### config.mk
export PLATFORM = sky130hd
export DESIGN_NAME = asf_frame_sequencer
export DESIGN_NICKNAME = d
export VERILOG_FILES = /design/src/asf_pkg.sv /design/src/asf_frame_sequencer.sv
export VERILOG_INCLUDE_DIRS = /design/src /design/src/src
export SDC_FILE = /design/constraint.sdc
export NUM_CORES = 2
export LEC_CHECK = 0
export BUFFER_PORTS_ARGS = -buffer_cell sky130_fd_sc_hd__buf_2
export CAP_MARGIN = 20
export CORE_ASPECT_RATIO = 0.8
export CORE_MARGIN = 10
export CORE_UTILIZATION = 45
export DETAILED_ROUTE_END_ITERATION = 8
export HOLD_SLACK_MARGIN = 0.08
export SLEW_MARGIN = 20
export SYNTH_ARGS = -nofsm -noshare
export SYNTH_HDL_FRONTEND = slang
export SYNTH_SLANG_ARGS = --single-unit
### constraint.sdc
create_clock -name clk -period 17 [get_ports clk]
set_input_delay 1.7 -clock clk [delete_from_list [all_inputs] [get_ports clk]]
set_output_delay 1.7 -clock clk [all_outputs]
set_load 0.03 [all_outputs]
### src/asf_defines.svh
// Register map, field positions and reset values of the frame sequencer
`ifndef ASF_DEFINES_SVH
`define ASF_DEFINES_SVH
`define ASF_NSER 2
`define ASF_A_CTRL 8'h00
`define ASF_A_TXFMT 8'h04
`define ASF_A_RXFMT 8'h08
`define ASF_A_TXMASK 8'h0c
`define ASF_A_RXMASK 8'h10
`define ASF_A_SERCTL 8'h14
`define ASF_A_STAT 8'h18
`define ASF_A_TXBUF0 8'h20
`define ASF_A_RXBUF0 8'h28
`define ASF_A_BUFSEL 8'h04
`define ASF_A_BUFIDX 2
`define ASF_C_ALL 10:0
`define ASF_C_INDEP 0
`define ASF_C_TXEN 1
`define ASF_C_RXEN 2
`define ASF_C_TXFSINT 3
`define ASF_C_RXFSINT 4
`define ASF_C_TXFSW 5
`define ASF_C_RXFSW 6
`define ASF_C_TXDLY 8:7
`define ASF_C_RXDLY 10:9
`define ASF_F_SIZE 4:0
`define ASF_F_COUNT 24:16
`define ASF_SER_ALL 7:0
`define ASF_SER_STRIDE 4
`define ASF_SER_IDLEPOS 2
`define ASF_S_TXSLOT 8:0
`define ASF_S_TXREQ 9
`define ASF_S_RXREQ 10
`define ASF_S_RXSLOT 24:16
`define ASF_SLOT_IDX 4:0
`define ASF_SYNC_DIN 4
`define ASF_SER_TX 2'h1
`define ASF_SER_RX 2'h2
`define ASF_IDLE_LOW 2'h2
`define ASF_IDLE_HIGH 2'h3
`define ASF_BURST 9'h000
`define ASF_MAXBIT 5'h1f
`define ASF_RST_SIZE 5'h1f
`define ASF_RST_MASK 32'h0000_0001
`endif

### src/asf_pkg.sv
// Types shared by the frame sequencer
package asf_pkg;
  typedef enum logic [1:0] {ASF_IDLE, ASF_DELAY, ASF_SHIFT} asf_phase_t;
  typedef struct packed {
    asf_phase_t phase;
    logic [1:0] dly;
    logic [4:0] bitCnt;
    logic [8:0] slot;
  } asf_seq_t;
  typedef struct packed {
    logic [5:0] syncA;
    logic [5:0] syncB;
    logic txClkPrev;
    logic rxClkPrev;
    logic txFsPrev;
    logic rxFsPrev;
    logic [10:0] ctrl;
    logic [4:0] txSize;
    logic [8:0] txCount;
    logic [4:0] rxSize;
    logic [8:0] rxCount;
    logic [31:0] txMask;
    logic [31:0] rxMask;
    logic [7:0] serCtl;
    logic [1:0][31:0] txBuf;
    logic [1:0][31:0] rxBuf;
    logic [1:0][31:0] txSh;
    logic [1:0][31:0] rxSh;
    asf_seq_t tx;
    asf_seq_t rx;
    logic txAct;
    logic txPend;
    logic rxPend;
    logic [1:0] txWr;
    logic [1:0] rxRd;
    logic txFsOut;
    logic rxFsOut;
    logic [13:0] txFc;
    logic [13:0] rxFc;
    logic txFsOe_b;
    logic rxFsOe_b;
    logic [1:0] serOut;
    logic [1:0] serOe_b;
    logic ack;
    logic [31:0] dat;
  } asf_state_t;
endpackage

### src/asf_frame_sequencer.sv
// Frame sequencer of a multichannel audio serial port with a Wishbone slave
//
// The Wishbone register port and the address map were decided locally.
`timescale 1ns/10ps
`default_nettype none
`include "asf_defines.svh"
// How it works
// - Shared mode: receive runs on transmit bit clock and transmit frame sync
// - Shared mode: receive sync generator off, receive sync pin not driven
// - Independent mode: each section has its own bit clock and sync
// - Burst: sync is data driven, one sync per word
// - Burst: one slot per sync edge, later clocks ignored
// - Burst: first data bit 0 to 3 bit clocks after sync edge
// - Burst: sync lasts one bit clock, width settings zero
// - Internal burst transmit sync waits for idle and all buffers written
// - Internal burst receive sync waits for idle and all buffers read
// - Slotted frames hold 1 to 511 slots, each maskable
// - Separate slot counters start at sync and consult their masks
// - Disabled slot: no buffer update, no event
// - Disabled slot: transmitter pin idles hi-z, low or high per setting
// - Request for active slot N raised at first bit of slot N-1
// - Next slot disabled: request deferred to first bit of slot M-1
// - Receive request only after copy into buffer; none for disabled slot
// - Receive supports 384-slot frames; slot N enabled by receive mask bit N mod 32
module asf_frame_sequencer
  import asf_pkg::*;
(
  input wire logic clk,
  input wire logic rst_b,
  input wire logic cyc_i,
  input wire logic stb_i,
  input wire logic we_i,
  input wire logic [7:0] adr_i,
  input wire logic [3:0] sel_i,
  input wire logic [31:0] dat_i,
  output logic [31:0] dat_o,
  output logic ack_o,
  input wire logic txBitclkPin,
  input wire logic rxBitclkPin,
  input wire logic txFramesyncPinIn,
  output logic txFramesyncPinOut,
  output logic txFramesyncPinOe_b,
  input wire logic rxFramesyncPinIn,
  output logic rxFramesyncPinOut,
  output logic rxFramesyncPinOe_b,
  input wire logic [1:0] serialDataPinIn,
  output logic [1:0] serialDataPinOut,
  output logic [1:0] serialDataPinOe_b,
  output logic txDataRequest,
  output logic rxDataRequest
);
  asf_state_t s, n;
  logic indep, txTick, rxTick, txFs, rxFs, txEdge, rxEdge, txBurst, rxBurst;

  function automatic logic lastSlot(logic [8:0] slot, logic [8:0] cnt);
    return (slot + 9'h1) >= cnt;
  endfunction

  function automatic logic [1:0] serMode(logic [7:0] c, int i);
    return c[i * `ASF_SER_STRIDE +: 2];
  endfunction

  function automatic logic [1:0] serIdle(logic [7:0] c, int i);
    return c[i * `ASF_SER_STRIDE + `ASF_SER_IDLEPOS +: 2];
  endfunction

  // Advance a slot sequencer by one bit clock
  function automatic asf_seq_t seqStep(asf_seq_t q, logic fsEdge,
      logic [1:0] dly, logic [4:0] sz, logic [8:0] cnt);
    asf_seq_t r;
    r = q;
    if (fsEdge) begin
      r.slot = '0;
      r.bitCnt = '0;
      r.dly = dly - 2'h1;
      r.phase = (dly == 2'h0) ? ASF_SHIFT : ASF_DELAY;
    end else if (q.phase == ASF_DELAY) begin
      r.dly = q.dly - 2'h1;
      if (q.dly == 2'h0) r.phase = ASF_SHIFT;
    end else if (q.phase == ASF_SHIFT) begin
      r.bitCnt = q.bitCnt + 5'h1;
      if (q.bitCnt == sz) begin
        r.bitCnt = '0;
        r.slot = q.slot + 9'h1;
        if (lastSlot(q.slot, cnt)) r.phase = ASF_IDLE;
      end
    end
    return r;
  endfunction

  // Internal frame sync: returns {sync level, frame bit counter}
  function automatic logic [14:0] fsGen(logic en, logic [8:0] cnt,
      logic [4:0] sz, logic wid, logic idle, logic pend, logic fs,
      logic [13:0] fc);
    logic [13:0] len;
    logic [13:0] f;
    len = 14'({5'h0, cnt} * ({9'h0, sz} + 14'h1));
    f = (fc + 14'h1 >= len) ? 14'h0 : fc + 14'h1;
    if (!en) return 15'h0;
    if (cnt == `ASF_BURST) return {~fs & idle & ~pend, 14'h0};
    return {(fc == 14'h0) | (wid & (fc <= {9'h0, sz})), f};
  endfunction

  function automatic logic [31:0] rdWord(asf_state_t q, logic [7:0] a);
    logic [31:0] r;
    r = '0;
    if (a == `ASF_A_CTRL) begin
      r[`ASF_C_ALL] = q.ctrl;
    end else if (a == `ASF_A_TXFMT) begin
      r[`ASF_F_SIZE] = q.txSize;
      r[`ASF_F_COUNT] = q.txCount;
    end else if (a == `ASF_A_RXFMT) begin
      r[`ASF_F_SIZE] = q.rxSize;
      r[`ASF_F_COUNT] = q.rxCount;
    end else if (a == `ASF_A_TXMASK) begin
      r = q.txMask;
    end else if (a == `ASF_A_RXMASK) begin
      r = q.rxMask;
    end else if (a == `ASF_A_SERCTL) begin
      r[`ASF_SER_ALL] = q.serCtl;
    end else if (a == `ASF_A_STAT) begin
      r[`ASF_S_TXSLOT] = q.tx.slot;
      r[`ASF_S_TXREQ] = q.txPend;
      r[`ASF_S_RXREQ] = q.rxPend;
      r[`ASF_S_RXSLOT] = q.rx.slot;
    end else if ((a & ~`ASF_A_BUFSEL) == `ASF_A_TXBUF0) begin
      r = q.txBuf[a[`ASF_A_BUFIDX]];
    end else if ((a & ~`ASF_A_BUFSEL) == `ASF_A_RXBUF0) begin
      r = q.rxBuf[a[`ASF_A_BUFIDX]];
    end
    return r;
  endfunction

  function automatic logic [31:0] merge(logic [31:0] o, logic [31:0] d,
      logic [3:0] be);
    logic [31:0] r;
    r = o;
    for (int b = 0; b < 4; b++) begin
      if (be[b]) r[b * 8 +: 8] = d[b * 8 +: 8];
    end
    return r;
  endfunction

  assign indep = s.ctrl[`ASF_C_INDEP];
  assign txBurst = s.txCount == `ASF_BURST;
  assign rxBurst = s.rxCount == `ASF_BURST;
  assign txTick = s.syncB[0] & ~s.txClkPrev;
  assign rxTick = indep ? (s.syncB[1] & ~s.rxClkPrev) : txTick;
  assign txFs = s.ctrl[`ASF_C_TXFSINT] ? s.txFsOut : s.syncB[2];
  assign rxFs = !indep ? txFs :
      (s.ctrl[`ASF_C_RXFSINT] ? s.rxFsOut : s.syncB[3]);
  assign txEdge = txTick & txFs & ~s.txFsPrev;
  assign rxEdge = rxTick & rxFs & ~s.rxFsPrev;

  always_comb begin
    logic [31:0] w;
    logic [31:0] v;
    logic [8:0] nx;
    logic [1:0] txSer;
    logic [1:0] rxSer;
    w = '0;
    v = '0;
    nx = '0;
    txSer = '0;
    rxSer = '0;
    n = s;
    n.syncA = {serialDataPinIn, rxFramesyncPinIn, txFramesyncPinIn,
               rxBitclkPin, txBitclkPin};
    n.syncB = s.syncA;
    n.txClkPrev = s.syncB[0];
    n.rxClkPrev = s.syncB[1];
    // Bus: data latched when taken, writes commit at the ack edge
    n.ack = cyc_i & stb_i & ~s.ack;
    if (n.ack) n.dat = rdWord(s, adr_i);
    if (cyc_i & stb_i & s.ack) begin
      w = merge(rdWord(s, adr_i), dat_i, sel_i);
      if (!we_i) begin
        if ((adr_i & ~`ASF_A_BUFSEL) == `ASF_A_RXBUF0) begin
          n.rxRd[adr_i[`ASF_A_BUFIDX]] = 1'b1;
        end
      end else if (adr_i == `ASF_A_CTRL) begin
        n.ctrl = w[`ASF_C_ALL];
        if (w[`ASF_C_TXEN] & ~s.ctrl[`ASF_C_TXEN]) begin
          n.txPend = 1'b1;
          n.txWr = '0;
        end
      end else if (adr_i == `ASF_A_TXFMT) begin
        n.txSize = w[`ASF_F_SIZE];
        n.txCount = w[`ASF_F_COUNT];
      end else if (adr_i == `ASF_A_RXFMT) begin
        n.rxSize = w[`ASF_F_SIZE];
        n.rxCount = w[`ASF_F_COUNT];
      end else if (adr_i == `ASF_A_TXMASK) begin
        n.txMask = w;
      end else if (adr_i == `ASF_A_RXMASK) begin
        n.rxMask = w;
      end else if (adr_i == `ASF_A_SERCTL) begin
        n.serCtl = w[`ASF_SER_ALL];
      end else if ((adr_i & ~`ASF_A_BUFSEL) == `ASF_A_TXBUF0) begin
        n.txBuf[adr_i[`ASF_A_BUFIDX]] = w;
        n.txWr[adr_i[`ASF_A_BUFIDX]] = 1'b1;
      end
    end
    for (int i = 0; i < `ASF_NSER; i++) begin
      txSer[i] = serMode(s.serCtl, i) == `ASF_SER_TX;
      rxSer[i] = serMode(s.serCtl, i) == `ASF_SER_RX;
    end
    // Requests drop once every buffer of the section is serviced
    if ((n.txWr | ~txSer) == 2'h3) n.txPend = 1'b0;
    if ((n.rxRd | ~rxSer) == 2'h3) n.rxPend = 1'b0;
    // Transmit section, one step per bit clock
    if (txTick) begin
      n.txFsPrev = txFs;
      n.tx = seqStep(s.tx, txEdge & s.ctrl[`ASF_C_TXEN],
          s.ctrl[`ASF_C_TXDLY], s.txSize, s.txCount);
      {n.txFsOut, n.txFc} = fsGen(
          s.ctrl[`ASF_C_TXEN] & s.ctrl[`ASF_C_TXFSINT], s.txCount,
          s.txSize, s.ctrl[`ASF_C_TXFSW], s.tx.phase == ASF_IDLE,
          s.txPend, s.txFsOut, s.txFc);
      if (n.tx.phase == ASF_SHIFT && n.tx.bitCnt == 5'h0) begin
        n.txAct = s.txMask[n.tx.slot[`ASF_SLOT_IDX]];
        nx = lastSlot(n.tx.slot, s.txCount) ? 9'h0 : n.tx.slot + 9'h1;
        if (s.txMask[nx[`ASF_SLOT_IDX]]) begin
          n.txPend = 1'b1;
          n.txWr = '0;
        end
        for (int i = 0; i < `ASF_NSER; i++) begin
          if (n.txAct) n.txSh[i] = s.txBuf[i] << (`ASF_MAXBIT - s.txSize);
        end
      end else begin
        n.txAct = s.txAct & (n.tx.phase == ASF_SHIFT);
        for (int i = 0; i < `ASF_NSER; i++) begin
          n.txSh[i] = {s.txSh[i][30:0], 1'b0};
        end
      end
    end
    for (int i = 0; i < `ASF_NSER; i++) begin
      if (serMode(n.serCtl, i) != `ASF_SER_TX) begin
        n.serOut[i] = 1'b0;
        n.serOe_b[i] = 1'b1;
      end else if (n.txAct) begin
        n.serOut[i] = n.txSh[i][31];
        n.serOe_b[i] = 1'b0;
      end else begin
        n.serOut[i] = serIdle(n.serCtl, i) == `ASF_IDLE_HIGH;
        n.serOe_b[i] = serIdle(n.serCtl, i) != `ASF_IDLE_HIGH &&
                       serIdle(n.serCtl, i) != `ASF_IDLE_LOW;
      end
    end
    // Receive section, one step per bit clock
    if (rxTick) begin
      n.rxFsPrev = rxFs;
      for (int i = 0; i < `ASF_NSER; i++) begin
        if (rxSer[i] && s.rx.phase == ASF_SHIFT) begin
          v = {s.rxSh[i][30:0], s.syncB[`ASF_SYNC_DIN + i]};
          n.rxSh[i] = v;
          if (s.rx.bitCnt == s.rxSize &&
              s.rxMask[s.rx.slot[`ASF_SLOT_IDX]]) begin
            n.rxBuf[i] = v & ~(32'hffff_fffe << s.rxSize);
            n.rxPend = 1'b1;
            n.rxRd = '0;
          end
        end
      end
      n.rx = seqStep(s.rx, rxEdge & s.ctrl[`ASF_C_RXEN],
          s.ctrl[`ASF_C_RXDLY], s.rxSize, s.rxCount);
      if (indep) begin
        {n.rxFsOut, n.rxFc} = fsGen(
            s.ctrl[`ASF_C_RXEN] & s.ctrl[`ASF_C_RXFSINT], s.rxCount,
            s.rxSize, s.ctrl[`ASF_C_RXFSW], s.rx.phase == ASF_IDLE,
            s.rxPend, s.rxFsOut, s.rxFc);
      end else begin
        n.rxFsOut = 1'b0;
        n.rxFc = '0;
      end
    end
    // Shared mode never leaves a stale receive sync standing
    if (!n.ctrl[`ASF_C_INDEP]) n.rxFsOut = 1'b0;
    n.txFsOe_b = ~n.ctrl[`ASF_C_TXFSINT];
    n.rxFsOe_b = ~(n.ctrl[`ASF_C_INDEP] & n.ctrl[`ASF_C_RXFSINT]);
  end

  always_ff @(posedge clk or negedge rst_b) begin
    if (!rst_b) begin
      s <= '0;
      s.txSize <= `ASF_RST_SIZE;
      s.rxSize <= `ASF_RST_SIZE;
      s.txMask <= `ASF_RST_MASK;
      s.rxMask <= `ASF_RST_MASK;
      s.txFsOe_b <= 1'b1;
      s.rxFsOe_b <= 1'b1;
      s.serOe_b <= 2'h3;
    end else begin
      s <= n;
    end
  end

  assign dat_o = s.dat;
  assign ack_o = s.ack;
  assign txFramesyncPinOut = s.txFsOut;
  assign txFramesyncPinOe_b = s.txFsOe_b;
  assign rxFramesyncPinOut = s.rxFsOut;
  assign rxFramesyncPinOe_b = s.rxFsOe_b;
  assign serialDataPinOut = s.serOut;
  assign serialDataPinOe_b = s.serOe_b;
  assign txDataRequest = s.txPend;
  assign rxDataRequest = s.rxPend;
endmodule // asf_frame_sequencer
`default_nettype wire

# Word level (Yosys, flattened, before mapping)
# Cells that the tools add are included.
totals:
  regBits: 493
  word_cells: 398
  inputBits: 55
op_classes:
  multipliers: 2
  n_eq_ne: 34
  muxes: 193
  addsub: 14
  shift: 3
  order_cmp: 12
  reduce_logical: 41
  bitwise: 51
ops:
  columns: ["op", "count"]
  rows:
  - ["32-bit 2-to-1 mux", 24]
  - ["169-bit 2-to-1 mux", 2]
  - ["64-bit 2-to-1 mux", 4]
  - ["11-bit 2-to-1 mux", 15]
  - ["164-bit 2-to-1 mux", 1]
  - ["14-bit 2-to-1 mux", 11]
  - ["150-bit 2-to-1 mux", 1]
  - ["136-bit 2-to-1 mux", 1]
  - ["15-bit 2-to-1 mux", 8]
  - ["104-bit 2-to-1 mux", 1]
  - ["8-bit 2-to-1 mux", 11]
  - ["72-bit 2-to-1 mux", 1]
  - ["2-bit 2-to-1 mux", 34]
  - ["32-bit bitwise AND", 2]
  - ["64-bit bitwise mux", 1]
  - ["32-bit by 5-bit << shifter with 32-bit output", 2]
  - ["18-bit 2-to-1 mux", 3]
  - ["9-bit 2-to-1 mux", 6]
  - ["24-bit 2-to-1 mux", 2]
  - ["1-bit 2-to-1 mux", 45]
  - ["21-bit 2-to-1 mux", 2]
  - ["7-bit 2-to-1 mux", 6]
  - ["5-bit 2-to-1 mux", 8]
  - ["32-bit demux with 1-bit select", 1]
  - ["49 further kinds", 158]

# Depth between registers and ports, before layout
logic_depth:
  depth_word: 42
  ltp_mapped: 31
  ltp_nobuf: 29

# Worst setup path after synthesis
# Ideal clock, no wire load.
synth_timing:
  path_type: "register -> register"
  startpoint: "register s[463] in the netlist's numbering"
  endpoint: "register s[55] in the netlist's numbering"
  slack_ps: 9861
  period_less_slack_ps: 7139
  arrival_time_ps: 7071
  required_time_ps: 16932
  path_buffers: 5
  stages_incl_launch_ff: 31
  cell_sequence: "dfstp_2 buf_1 buf_1 and3_1 clkbuf_1 and3_1 clkbuf_1 nand2_1 fa_1 fa_1 fa_1 inv_1 ha_1 nor2b_1 o21ai_0 a21boi_0 o21ai_0 a21oi_1 o21ai_0 nand2b_1 a21o_1 a21oi_1 xnor2_1 ha_1 nand2_1 or4_1 nand2_1 a2111oi_0 clkbuf_1 o221ai_1 nand2_1"
synth_between:
  elab_chain_cells: 6
synth_rtl:
  columns: ["element", "line_no", "source"]
  rows:
  - ["start, declared", "asf_frame_sequencer.sv:52", "asf_state_t s, n;"]
  - ["start signal, assigned", "asf_frame_sequencer.sv:294", "s <= n;"]
  - ["5-bit by 1-bit adder with 6-bit output", "asf_frame_sequencer.sv:97", "len = 14'({5'h0, cnt} * ({9'h0, sz} + 14'h1));"]
  - ["9-bit by 6-bit multiplier with 14-bit output", "asf_frame_sequencer.sv:97", null]
  - ["14-bit >= comparator", "asf_frame_sequencer.sv:98", "f = (fc + 14'h1 >= len) ? 14'h0 : fc + 14'h1;"]
  - ["14-bit 2-to-1 mux", "asf_frame_sequencer.sv:98", null]
  - ["15-bit 2-to-1 mux", "asf_frame_sequencer.sv:101", "return {(fc == 14'h0) | (wid & (fc <= {9'h0, sz})), f};"]
  - ["15-bit 2-to-1 mux", "asf_frame_sequencer.sv:100", "if (cnt == `ASF_BURST) return {~fs & idle & ~pend, 14'h0};"]
# Every way passes these cells.
# A chain may end at the register's enable or synchronous reset.

# Worst setup path after layout
layout_timing:
  startpoint: "register s[452] in the netlist's numbering"
  endpoint: "register s[51] in the netlist's numbering"
layout_between:
  elab_chain_cells: 7
layout_rtl:
  columns: ["element", "line_no", "source"]
  rows:
  - ["5-bit by 1-bit adder with 6-bit output", "asf_frame_sequencer.sv:97", null]
  - ["9-bit by 6-bit multiplier with 14-bit output", "asf_frame_sequencer.sv:97", null]
  - ["14-bit >= comparator", "asf_frame_sequencer.sv:98", null]
  - ["14-bit 2-to-1 mux", "asf_frame_sequencer.sv:98", null]
  - ["15-bit 2-to-1 mux", "asf_frame_sequencer.sv:101", null]
  - ["15-bit 2-to-1 mux", "asf_frame_sequencer.sv:100", null]
  - ["14-bit 2-to-1 mux", "asf_frame_sequencer.sv:267", "if (indep) begin"]
# Every way passes these cells.

==> metrics.md <==
| Metric | Value |
|---|---|
| Status | finished, final reports clean |
| Pwr per Cell Area | 74.71 nW/um^2 |
| Place WS | 9.082 ns |
| Post_cts resized | 0 |
| TritonCTS clock tree | built |
| P_leak | 15.62 nW |
| Slew @ Worst Pin | 1.255 ns |
| Min cycle time layout | 7.659 ns |
| Starting density of the core | 45.58% |
| Cell row count | 87 |
| Post-Synthesis Mean Instance Area | 9.103 um^2 |
| Gr ovfl total | 0 |
| Synth warnings | 0 |
| WP data arrival | 8.26 ns |
| Largest net degree at the start of global routing | 155 |
| Post-synth ARST share | 100.0% |
| Worst Setup Path Type | reg -> reg |
| Chip width | 319.3 um |
| Critical path endpoint category | flip-flop |
| RSZ-0062 raised after global routing | no |
| WP data required | 17.61 ns |
| Final Cycle Share | 45.05% |
| Post-detailed-route DRC marker count | 0 |
| Sequential share of the synthesized area | 38.31% |
| Cts hold-fix bufs | 0 |
| Worst skew pair latency | 0.67 ns |
| Final #Nets | 3,711 |
| Chip height | 259.4 um |
| Core box area | 70,760 um^2 |
| Die Area | 82,840 um^2 |
| Number of I/O port buffers | 97 |
| Area grow syn2layout | 9.063% |
| CP max stage delay | 0.80 ns |
| VDD IR max | 0.00008500 V |
| Clock-pin slew on the worst setup and hold paths | 0.07 ns |
| Yosys reg bits | 493 |
| Synthesized Nets | 3,777 |
| Sink Count | 493 |
| Detailed Routing Iterations Pass 1 | 6 |
| CTS root buffer | clkbuf_16 |
| Vias in the first global route | 25,012 |
| Number of synthesized flops with an enable pin | 0 |
| Share of cells above drive strength 1 | 13.62% |
| Setup bufs post-CTS | 0 |
| Initial antenna violation count | 6 |
| Htree depth | 2 |
| Gr usage total | 25.11% |
| Setup WS post-layout | 9.341 ns |
| Min-Delay Path Class | reg -> reg |
| Synth Flop Type | dfrtp_1 |
| Worst slew margin | 13.97% |
| Syn Std Cell Area | 32,250 um^2 |
| F_max | 130.6 MHz |
| Synthesized instance count | 3,543 |
| Post-layout util | 49.71% |
| Setup total negative slack | 0 ns |
| Bufs on Longest Clock Path | 3 |
| First-pass GRT wire length | 161,000 um |
| Synth top area share | 37.01% |
| Grt peak-use layer | met1 |
| Final wirelength | 106,300 um |
| Slowest-stage cell, CP | dfstp_2 |
| Final Power | 2.628 mW |
| Startpoint Class | flip-flop |
| Post-synthesis cell type count | 88 |
| Met1 Use GR | 37.86% |
| Synth area leaders | dfrtp_1 (37%), nand2_1 (7.3%), o21ai_0 (6.1%) |
| CTS buffer count | 54 |
| Slew Viols, Final | 0 |
| Drt via density | 6.047 |
| Post-route antenna net violation count | 0 |
| Boundary Pins | 98 |
| Final setup vio count | 0 |
| Placed wire-length estimate | 79,280 um |
| Commonest cells post-synth | nand2_1 (631), dfrtp_1 (477), o21ai_0 (393), nor2_1 (168), clkbuf_1 (166) |
| Final Wtd Congestion | 1.012 |
| Routed vias | 26,980 |
| 1st-iter DRT viols | 3,388 |
| Buf/Inv on CP | 2 |
| Worst-path fanout max | 21 |
| Cell with the most instances after synthesis | nand2_1 |
| GR Util met3 | 6.199% |
| Hold Vio Cnt, Final | 0 |
| Worst Skew | 0.06557 ns |
| Met2 global-route usage | 35.17% |
| DR WL/cell | 23.83 um |
| CP top delay family | adder cells |
| Cell accounting for the most synthesized area | dfrtp_1 |
| Max-Cap Viols | 0 |
| Most used cell, CP | a21oi_1 |
-- cells by family (layout without fill, tap and decap cells) --
| family | count (synthesis) | count (layout) | share of synthesized area, % |
|---|---|---|---|
| other | 0 | 5 | 0 |
| flip-flops | 493 | 493 | 38.31 |
| XOR/XNOR | 89 | 89 | 2.487 |
| AND/OR/NAND/NOR | 1183 | 1183 | 16.50 |
| AO/OA/AOI/OAI | 922 | 922 | 18.83 |
| buffers and inverters | 414 | 394 | 5.459 |
| multiplexers | 263 | 263 | 10.16 |
| adder cells (fa/ha/maj) | 179 | 179 | 8.248 |
-- report_power, final --
group | switching (mW) | internal (mW) | total, mW
logic | 0.0873 | 0.0403 | 0.128
clock network | 0.553 | 0.745 | 1.30
registers | 0.0111 | 1.19 | 1.20
-- per-layer routing --
layer  part of all wire, %  vias to the layer above
li1                      -                    12409
met1                    46                    13227
met2                    41                     1198
met3                    10                      144
met4                   2.5                        2
met5                 0.015                        -
-- metrics by stage --
step / instances / instance area, um^2 / hold slack [ns]
CTS: 4456 / 35090 / 0.3469
global route: 4457 / 35160 / 0.3556
global placement: 4354 / 33120 / 0.3317
finish: 4462 / 35170 / 0.3437
floorplan: 3543 / 32250 / 0.3312
detailed placement: 4354 / 33130 / 0.3347
-- path summary, 6_finish.rpt --
path                         from  slack (ns)      to  cells after the start
max                        s[452]        9.34   s[51]                     26
min                        n[486]        0.34  s[486]                      0
max reg2reg                s[452]        9.34   s[51]                     26
min reg2reg                n[486]        0.34  s[486]                      0
max in group asynchronous   rst_b       13.18  s[456]                      4
min in group asynchronous   rst_b        1.02  s[173]                      1
-- area by class of cell --
cell class / instances / area, um^2
diodes: 5 / 12.51
clock buffers: 69 / 1508
clock inverters: 33 / 452.9
fillers: 6743 / 35580
inverters: 148 / 555.5
multi-input cells: 2636 / 18230
flip-flops and latches: 493 / 12360
well taps: 934 / 1169
repair buffers: 144 / 883.3
-- cell usage in the layout, fill, tap and decap left out, types with 20 or more instances in the layout --
cell | synthesis | routed
buf_4 | 38 | 46
nand2b_1 | 39 | 36
a22o_1 | 30 | 30
o221ai_1 | 21 | 20
a21oi_1 | 100 | 100
o22ai_1 | 22 | 22
a2bb2oi_2 | 20 | 20
clkbuf_16 | 0 | 54
inv_1 | 141 | 141
xnor2_1 | 54 | 54
nor2b_1 | 38 | 37
fa_1 | 56 | 56
a22oi_1 | 20 | 20
mux2i_1 | 118 | 113
o22a_1 | 22 | 22
nor3_1 | 48 | 46
buf_2 | 12 | 95
a211oi_1 | 20 | 20
a31oi_1 | 32 | 32
o21ai_1 | 24 | 24
mux4_2 | 41 | 41
and3_1 | 23 | 23
xor2_1 | 32 | 32
ha_1 | 123 | 123
nor2_1 | 168 | 165
nand2_1 | 631 | 629
o21ai_0 | 393 | 393
and2_1 | 60 | 60
a32o_1 | 20 | 20
a21o_1 | 33 | 33
dfrtp_1 | 477 | 477
nand3_1 | 93 | 92
o211ai_1 | 36 | 36
mux2_2 | 104 | 104
Note: power is estimated with default switching activity, not from simulation.
